**src/logic/tps_defs.svh**
```systemverilog
// Constants for the tuner status and band-select link, both ends.
// Assumes one 125 MHz clock shared by both ends.
`ifndef TPS_DEFS_SVH
`define TPS_DEFS_SVH
`define TPS_ADDR_N1_HI    4'h0
`define TPS_ADDR_N1_LO    4'h1
`define TPS_ADDR_R1       4'h2
`define TPS_ADDR_N2_HI    4'h3
`define TPS_ADDR_N2_LO    4'h4
`define TPS_ADDR_R2       4'h5
`define TPS_ADDR_OSC_SEL  4'h6
`define TPS_ADDR_TEST     4'h7
`define TPS_ADDR_FILTER   4'h8
`define TPS_NUM_WREGS     9
`define TPS_ADDR_STATUS   4'h1
`define TPS_ST_FIRST_LOOP_LOCK_FLAG      7
`define TPS_ST_SECOND_LOOP_LOCK_FLAG      6
`define TPS_ST_POR        5
`define TPS_ST_RANGE1     4
`define TPS_ST_RANGE2     3
`define TPS_TANK_HI       7
`define TPS_TANK_LO       5
`define TPS_FSTEP_HI      5
`define TPS_FSTEP_LO      4
`define TPS_MON_HI        3
`define TPS_MON_LO        0
`define TPS_RST_WREG      8'h00
`define TPS_RST_FILTER    8'h10
`define TPS_MON_QUIET     4'h0
`define TPS_MON_FIRST_LOOP_LOCK_FLAG     4'h1
`define TPS_MON_SECOND_LOOP_LOCK_FLAG     4'h2
`define TPS_MON_AND       4'h8
`define TPS_MON_NAND      4'h9
`define TPS_MON_RANGE1    4'hA
`define TPS_MON_RANGE2    4'hB
`define TPS_R1_RATIO      8'h04
`define TPS_R2_RATIO_44   8'h10
`define TPS_R2_RATIO_36   8'h1C
`define TPS_POR_CYC       4'hF
`define TPS_CLK_NS        8
`define TPS_SETTLE_NS     10000
`define TPS_SETTLE_CYC    ((`TPS_SETTLE_NS + `TPS_CLK_NS - 1) / `TPS_CLK_NS)
`define TPS_AV_CTRL       2'h0
`define TPS_AV_STATUS     2'h1
`define TPS_AV_RAWWR      2'h2
`endif

```
**src/logic/tps_link_if.sv**
```systemverilog
// Configuration link between the tuner end and its host controller.
// Assumes both ends run on the same clk; strobes are one-cycle pulses.
`timescale 1ns/10ps
interface tps_link_if (
    input wire logic clk
);
    logic       wrStb;
    logic       rdStb;
    logic [3:0] regAddr;
    logic [7:0] wrData;
    logic [7:0] rdData;
    logic       rdValid;
    modport dev  (input clk, input wrStb, input rdStb, input regAddr, input wrData,
                  output rdData, output rdValid);
    modport host (input clk, output wrStb, output rdStb, output regAddr, output wrData,
                  input rdData, input rdValid);
endinterface : tps_link_if

```
**src/logic/tps_tuner_dev.sv**
```systemverilog
// Tuner end: configuration registers, status readback, monitor pin select.
// Assumes the loop and tune-range indicators arrive asynchronously.
`timescale 1ns/10ps
`include "tps_defs.svh"
// Behaviour
// - Lock flags in status bits 7, 6
// - Bit 5 set after reset completes
// - Range flags bits 4, 3; rest reserved
// - Host steps tank down on under
// - Host steps tank up on over
// - One of eight tanks, host-selected
// - Filter step bits at address 8
// - Host programs recommended reference dividers
// - Tank code bits 7:5, ascending frequency
// - Monitor field routes signals to pin
module tps_tuner_dev (
    input  wire logic       clk,
    input  wire logic       sys_rst,
    tps_link_if.dev         link,
    input  wire logic       lock1Raw,
    input  wire logic       lock2Raw,
    input  wire logic       range1Raw,
    input  wire logic       range2Raw,
    output logic      [2:0] tankSel,
    output logic      [1:0] filterStep,
    output logic      [4:0] firstRefDiv,
    output logic      [6:0] secondRefDiv,
    output logic     [12:0] firstFbDiv,
    output logic     [15:0] secondFbDiv,
    output logic      [1:0] firstPumpSel,
    output logic      [1:0] secondPumpSel,
    output logic      [7:0] testByte,
    output logic            monitorOut
);
    logic [7:0] cfgMem_reg  [0:`TPS_NUM_WREGS-1];
    logic [7:0] cfgMem_next [0:`TPS_NUM_WREGS-1];

    logic [3:0] syncA_reg;
    logic [3:0] syncA_next;
    logic [3:0] syncB_reg;
    logic [3:0] syncB_next;

    logic [3:0] porCnt_reg;
    logic [3:0] porCnt_next;
    logic       porDone_reg;
    logic       porDone_next;

    logic [7:0] rdData_reg;
    logic [7:0] rdData_next;
    logic       rdValid_reg;
    logic       rdValid_next;

    logic       mon_reg;
    logic       mon_next;

    // Combinational views
    logic [7:0] statusByte;
    logic       first_loop_lock_flag;
    logic       second_loop_lock_flag;
    logic       range1;
    logic       range2;
    logic [3:0] monSel;

    // Indicator synchronisers; stage A feeds only stage B
    always_comb begin
        syncA_next = {lock1Raw, lock2Raw, range1Raw, range2Raw};
        syncB_next = syncA_reg;
    end

    // Clears to zero so release shows no false lock
    always_ff @(posedge clk) begin
        if (sys_rst) begin
            syncA_reg <= 4'h0;
            syncB_reg <= 4'h0;
        end else begin
            syncA_reg <= syncA_next;
            syncB_reg <= syncB_next;
        end
    end

    assign first_loop_lock_flag  = syncB_reg[3];
    assign second_loop_lock_flag  = syncB_reg[2];
    assign range1 = syncB_reg[1];
    assign range2 = syncB_reg[0];

    // Low through the count, so early reads see reset pending
    // reset completion flag
    always_comb begin
        porCnt_next  = porCnt_reg;
        porDone_next = porDone_reg;
        if (porCnt_reg != `TPS_POR_CYC) begin
            porCnt_next = porCnt_reg + 4'h1;
        end else begin
            porDone_next = 1'b1;
        end
    end

    always_ff @(posedge clk) begin
        if (sys_rst) begin
            porCnt_reg  <= 4'h0;
            porDone_reg <= 1'b0;
        end else begin
            porCnt_reg  <= porCnt_next;
            porDone_reg <= porDone_next;
        end
    end

    // Reserved bits stay zero on every read
    // lock flag placement
    always_comb begin
        statusByte                = 8'h00;
        statusByte[`TPS_ST_FIRST_LOOP_LOCK_FLAG]  = first_loop_lock_flag;
        statusByte[`TPS_ST_SECOND_LOOP_LOCK_FLAG]  = second_loop_lock_flag;
        statusByte[`TPS_ST_POR]    = porDone_reg;
        statusByte[`TPS_ST_RANGE1] = range1;
        statusByte[`TPS_ST_RANGE2] = range2;
    end

    // Write side; addresses past the map are dropped
    for (genvar g = 0; g < `TPS_NUM_WREGS; g++) begin : g_cfg
        // Filter entry wakes at its nominal centre, the rest at zero
        localparam logic [7:0] RST_VAL =
            (g == `TPS_ADDR_FILTER) ? `TPS_RST_FILTER : `TPS_RST_WREG;

        always_comb begin
            cfgMem_next[g] = cfgMem_reg[g];
            if (link.wrStb && (link.regAddr == 4'(g))) begin
                cfgMem_next[g] = link.wrData;
            end
        end

        always_ff @(posedge clk) begin
            if (sys_rst) begin
                cfgMem_reg[g] <= RST_VAL;
            end else begin
                cfgMem_reg[g] <= cfgMem_next[g];
            end
        end
    end

    // Data holds between reads; rdValid marks a fresh answer
    // read returns live flags only
    always_comb begin
        rdValid_next = link.rdStb;
        rdData_next  = rdData_reg;
        if (link.rdStb) begin
            rdData_next = (link.regAddr == `TPS_ADDR_STATUS) ? statusByte : 8'h00;
        end
    end

    always_ff @(posedge clk) begin
        if (sys_rst) begin
            rdData_reg  <= 8'h00;
            rdValid_reg <= 1'b0;
        end else begin
            rdData_reg  <= rdData_next;
            rdValid_reg <= rdValid_next;
        end
    end

    assign link.rdData  = rdData_reg;
    assign link.rdValid = rdValid_reg;

    // Registered so the pin never glitches on a select change
    // monitor pin routing
    assign monSel = cfgMem_reg[`TPS_ADDR_FILTER][`TPS_MON_HI:`TPS_MON_LO];
    always_comb begin
        mon_next = 1'b0;
        // Divider and reference taps are not modelled; they stay quiet
        unique case (monSel)
            `TPS_MON_FIRST_LOOP_LOCK_FLAG:  mon_next = first_loop_lock_flag;
            `TPS_MON_SECOND_LOOP_LOCK_FLAG:  mon_next = second_loop_lock_flag;
            `TPS_MON_AND:    mon_next = first_loop_lock_flag & second_loop_lock_flag;
            `TPS_MON_NAND:   mon_next = ~(first_loop_lock_flag & second_loop_lock_flag);
            `TPS_MON_RANGE1: mon_next = range1;
            `TPS_MON_RANGE2: mon_next = range2;
            default:         mon_next = 1'b0;
        endcase
    end

    always_ff @(posedge clk) begin
        if (sys_rst) begin
            mon_reg <= 1'b0;
        end else begin
            mon_reg <= mon_next;
        end
    end

    assign monitorOut = mon_reg;

    assign tankSel = cfgMem_reg[`TPS_ADDR_OSC_SEL][`TPS_TANK_HI:`TPS_TANK_LO];
    assign filterStep = cfgMem_reg[`TPS_ADDR_FILTER][`TPS_FSTEP_HI:`TPS_FSTEP_LO];

    // Pump and divider fields pass straight to the loops
    assign firstPumpSel  = cfgMem_reg[`TPS_ADDR_OSC_SEL][3:2];
    assign secondPumpSel = cfgMem_reg[`TPS_ADDR_OSC_SEL][1:0];

    assign firstRefDiv   = cfgMem_reg[`TPS_ADDR_R1][4:0];
    assign secondRefDiv  = cfgMem_reg[`TPS_ADDR_R2][6:0];
    assign firstFbDiv    = {cfgMem_reg[`TPS_ADDR_N1_HI][4:0], cfgMem_reg[`TPS_ADDR_N1_LO]};
    assign secondFbDiv   = {cfgMem_reg[`TPS_ADDR_N2_HI], cfgMem_reg[`TPS_ADDR_N2_LO]};
    assign testByte      = cfgMem_reg[`TPS_ADDR_TEST];

endmodule : tps_tuner_dev

```
**src/flat_wrapper.sv**
```systemverilog
// flat-port wrapper written by rule: the top's interface ports become plain ports
module tps_tuner_dev_flat 
  (clk, sys_rst, lock1Raw, lock2Raw, range1Raw, range2Raw, tankSel, filterStep, firstRefDiv, secondRefDiv, firstFbDiv, secondFbDiv, firstPumpSel, secondPumpSel, testByte, monitorOut, link_wrStb, link_rdStb, link_regAddr, link_wrData, link_rdData, link_rdValid);
  tps_link_if link_i (.clk(clk));
  input  wire logic clk;
  input  wire logic sys_rst;
  input  wire logic lock1Raw;
  input  wire logic lock2Raw;
  input  wire logic range1Raw;
  input  wire logic range2Raw;
  output logic      [2:0] tankSel;
  output logic      [1:0] filterStep;
  output logic      [4:0] firstRefDiv;
  output logic      [6:0] secondRefDiv;
  output logic     [12:0] firstFbDiv;
  output logic     [15:0] secondFbDiv;
  output logic      [1:0] firstPumpSel;
  output logic      [1:0] secondPumpSel;
  output logic      [7:0] testByte;
  output logic monitorOut;
  input wire logic [$bits(link_i.wrStb)-1:0] link_wrStb;
  input wire logic [$bits(link_i.rdStb)-1:0] link_rdStb;
  input wire logic [$bits(link_i.regAddr)-1:0] link_regAddr;
  input wire logic [$bits(link_i.wrData)-1:0] link_wrData;
  output wire logic [$bits(link_i.rdData)-1:0] link_rdData;
  output wire logic [$bits(link_i.rdValid)-1:0] link_rdValid;
  assign link_i.wrStb = link_wrStb;
  assign link_i.rdStb = link_rdStb;
  assign link_i.regAddr = link_regAddr;
  assign link_i.wrData = link_wrData;
  assign link_rdData = link_i.rdData;
  assign link_rdValid = link_i.rdValid;
  tps_tuner_dev u_core (.clk(clk), .sys_rst(sys_rst), .link(link_i), .lock1Raw(lock1Raw), .lock2Raw(lock2Raw), .range1Raw(range1Raw), .range2Raw(range2Raw), .tankSel(tankSel), .filterStep(filterStep), .firstRefDiv(firstRefDiv), .secondRefDiv(secondRefDiv), .firstFbDiv(firstFbDiv), .secondFbDiv(secondFbDiv), .firstPumpSel(firstPumpSel), .secondPumpSel(secondPumpSel), .testByte(testByte), .monitorOut(monitorOut));
endmodule
```
**config.mk**
```make
export PLATFORM = sky130hd
export DESIGN_NAME = tps_tuner_dev_flat
export DESIGN_NICKNAME = d
export VERILOG_FILES = /design/src/logic/tps_link_if.sv /design/src/logic/tps_tuner_dev.sv /design/src/flat_wrapper.sv
export VERILOG_INCLUDE_DIRS = /design/src /design/src/logic
export SDC_FILE = /design/constraint.sdc
export NUM_CORES = 1
export LEC_CHECK = 0
export BUFFER_PORTS_ARGS = -buffer_cell sky130_fd_sc_hd__buf_2
export CORE_AREA = 10 10 111 73
export CTS_CLUSTER_SIZE = 12
export DETAILED_ROUTE_END_ITERATION = 10
export DIE_AREA = 0 0 121 83
export GPL_TIMING_DRIVEN = 1
export HOLD_SLACK_MARGIN = 0.05
export PLACE_DENSITY = 0.92
export SLEW_MARGIN = 20
export SYNTH_ARGS = -nofsm -noshare
export SYNTH_HDL_FRONTEND = slang
export SYNTH_SLANG_ARGS = --single-unit
```
**constraint.sdc**
```tcl
create_clock -name clk -period 3.59 [get_ports clk]
set_input_delay 0.718 -clock clk [delete_from_list [all_inputs] [get_ports clk]]
set_output_delay 0.718 -clock clk [all_outputs]
set_load 0.005 [all_outputs]
```
==> results.yml <==
floorplanning:
  start_util: 0.537
  dieHeight_um: 83
  row_count: 22
  core_region_area_um2: 6030
  ios: 88
  die_area_um2: 10000
  die_w_um: 121
placement:
  port_buffers: 84
  dpl-instance-area_um2: 3560
  dp.final_hpwl_um: 6730
  place_congestion: 0.850
synthesis:
  avgSynthCellArea_um2: 8.57
  yosysUniqueCellTypes: 35
  yosys_warnings: 0
  synth.yosys.seq_area_share: 0.507
  syn_area_um2: 3240
  synth-seq-cells: 82
  netlist_instances: 378
global_route:
  antenna_found_initial: 1
  grtUsageTotal: 0.186
  grt_pass1_vias: 2918
  grt_first_pass_wirelength_um: 15300
  globalRoute.totalOverflow: 0
  grt_max_degree: 50
detailed_routing:
  first_iter_violations: 360
  dr.pass1.iters: 5
  totalWireLength_um: 9850
  detail_route.wl_per_cell_um: 18.8
  ant_nets: 0
  vias_per_cell: 5.99
  vias: 3132
  drc: 0
finish:
  syn_to_final_growth_pct: 16.4
  most-common-layout-cells: "84 x buf_2, 82 x dfxtp_1, 69 x nand3_1"
  ff_latch_area_um2: 1640
  multi_input_area_um2: 1380
  final_area_um2: 3770
  final_common_cell: "buf_2"
  largest_reg_flops: 62
  n_fill_cell: 537
  finalNetCount: 454
  drive_gt1_frac: 0.244
timing:
  tightest_slew_ns: 1.09
  clock_skew_ns: 0.00662
  drv_slew: 0
  grt_setup_unrepaired: "false"
  fmax_mhz: 506
  hold_violations: 0
  period_needed_ns: 1.98
  tns_ns: 0
  relSlewSlack: 0.270
  fin_crit_sh: 0.551
  setup_violations: 0
min_path:
  hold_path_class: "reg -> reg"
  min-delay-start: "u_core.syncA_reg[3]"
clocking:
  cts-resized-gates: 0
  clkLatencyLatePin_ns: 0.36
  cts_buffer_depth: 2
  root_buffer: "clkbuf_8"
  clk_pin_slew_worst_paths_ns: 0.09
  cts_max_level: 3
  clkSinkCount: 82
  numCtsBuffers: 9
  ctsHoldBuffers: 0
  cts_tree: "yes"
  post_cts_buffers: 0
pwr:
  p_switching_mw: 0.447
  pwr-share-comb: 0.074
  power.internal_mw: 1.30
  p_leak_nw: 1.48
  seq_power_share: 0.535
  power.share.switching: 0.255
  powerDensity_nw_per_um2: 464
  ir_worst_vdd_uv: 247
  power.share.clock: 0.392
worst_setup_path:
  r2r_start: "u_core.cfgMem_reg[8][3]"
  worst_ep_required_time_ns: 3.88
  crit_fanout: 30
  startpoint: "link_regAddr[2]"
  critPathKind: "in -> reg"
  start_kind: "input port"
  cp-end-kind: "register"
  ff2ff_setup_slack_ns: 2.09
  arrival_ns: 2.26
flow_run:
  drv_cap: 0
outcome:
  status: "finished, final reports clean"
[cell families after synthesis]
group / Yosys count / synth area share
other: 1 / 0.00116
AND/OR/NAND/NOR: 113 / 0.202
adder cells (fa/ha/maj): 2 / 0.00695
multiplexers: 1 / 0.00309
AO/OA/AOI/OAI: 133 / 0.209
buffers and inverters: 45 / 0.0691
XOR/XNOR: 1 / 0.00270
flip-flops: 82 / 0.507
[path summary, 6_finish.rpt]
check / cells past startpoint / to
worst min-delay path: 1 / u_core.syncB_reg[3]
worst max-delay path: 4 / u_core.cfgMem_reg[7][4]
worst max register to register: 3 / u_core.monitorOut
worst min register to register: 1 / u_core.syncB_reg[3]
[worst max-delay path, cell delays in order]
cell and delay [ns]:
buf_2 0.21, and3b_1 0.92, nand3_1 0.21, a21oi_1 0.19
[area by class of cell]
cell class                      count  area share
Antenna cell                        1    0.000664
Clock buffer                       10      0.0365
Clock inverter                      6      0.0173
Inverter                            2     0.00199
Multi-Input combinational cell    253       0.367
Sequential cell                    82       0.435
Tap cell                           84      0.0279
Timing Repair Buffer               85       0.113
[cells in the mapped netlist (all sizes together)]
master / number / area share
a31oi: 1 / 0.0019
and3b: 2 / 0.0054
clkbuf: 21 / 0.024
a311o: 1 / 0.0031
inv: 2 / 0.0023
nor2: 6 / 0.0070
nand2b: 8 / 0.015
mux2i: 1 / 0.0031
nor4b: 2 / 0.012
or4b: 1 / 0.0042
nor3: 2 / 0.0031
or3b: 1 / 0.0027
nand3b: 2 / 0.0046
a21oi: 67 / 0.10
ha: 1 / 0.0039
nand3: 69 / 0.11
nor2b: 11 / 0.021
nand4b: 1 / 0.0027
a2111oi: 1 / 0.0027
conb: 1 / 0.0012
or2: 1 / 0.0019
xnor2: 1 / 0.0027
dfxtp: 82 / 0.51
nor3b: 2 / 0.0081
buf: 22 / 0.042
and2: 1 / 0.0019
o21ai: 63 / 0.097
nand2: 4 / 0.0046
maj3: 1 / 0.0031
[per-layer routing]
layer	part of all wire	vias to the layer above	routed length (µm)	global-route usage
li1	-	1430	-	-
met1	0.40	1494	3950	0.237
met2	0.45	192	4440	0.276
met3	0.13	16	1320	0.0831
met4	0.014	0	136	0.0553
met5	0	-	0	0
[stage by stage]
stage                     hold WS (ns)  instances  power (mW)  setup slack (ns)   util
after global placement           0.426        506        1.08              1.38  0.591
after floorplan                  0.414        380        1.04              1.84      -
after detailed placement         0.430        506        1.08              1.30  0.591
after CTS                        0.452        522        1.75              1.66  0.625
after global routing             0.466        523        1.80              1.46  0.626
final                            0.450        523        1.75              1.61  0.626
[power by group through the flow]
stage / Combinational (mW) / Clock [mW] / Sequential (mW)
2_1_floorplan: 0.0864 / 0 / 0.955
3_3_place_gp: 0.120 / 0 / 0.955
3_5_place_dp: 0.125 / 0 / 0.956
4_1_cts: 0.125 / 0.689 / 0.935
5_1_grt: 0.141 / 0.725 / 0.937
6_report: 0.129 / 0.685 / 0.935
Note: power is estimated with default switching activity, not from simulation.
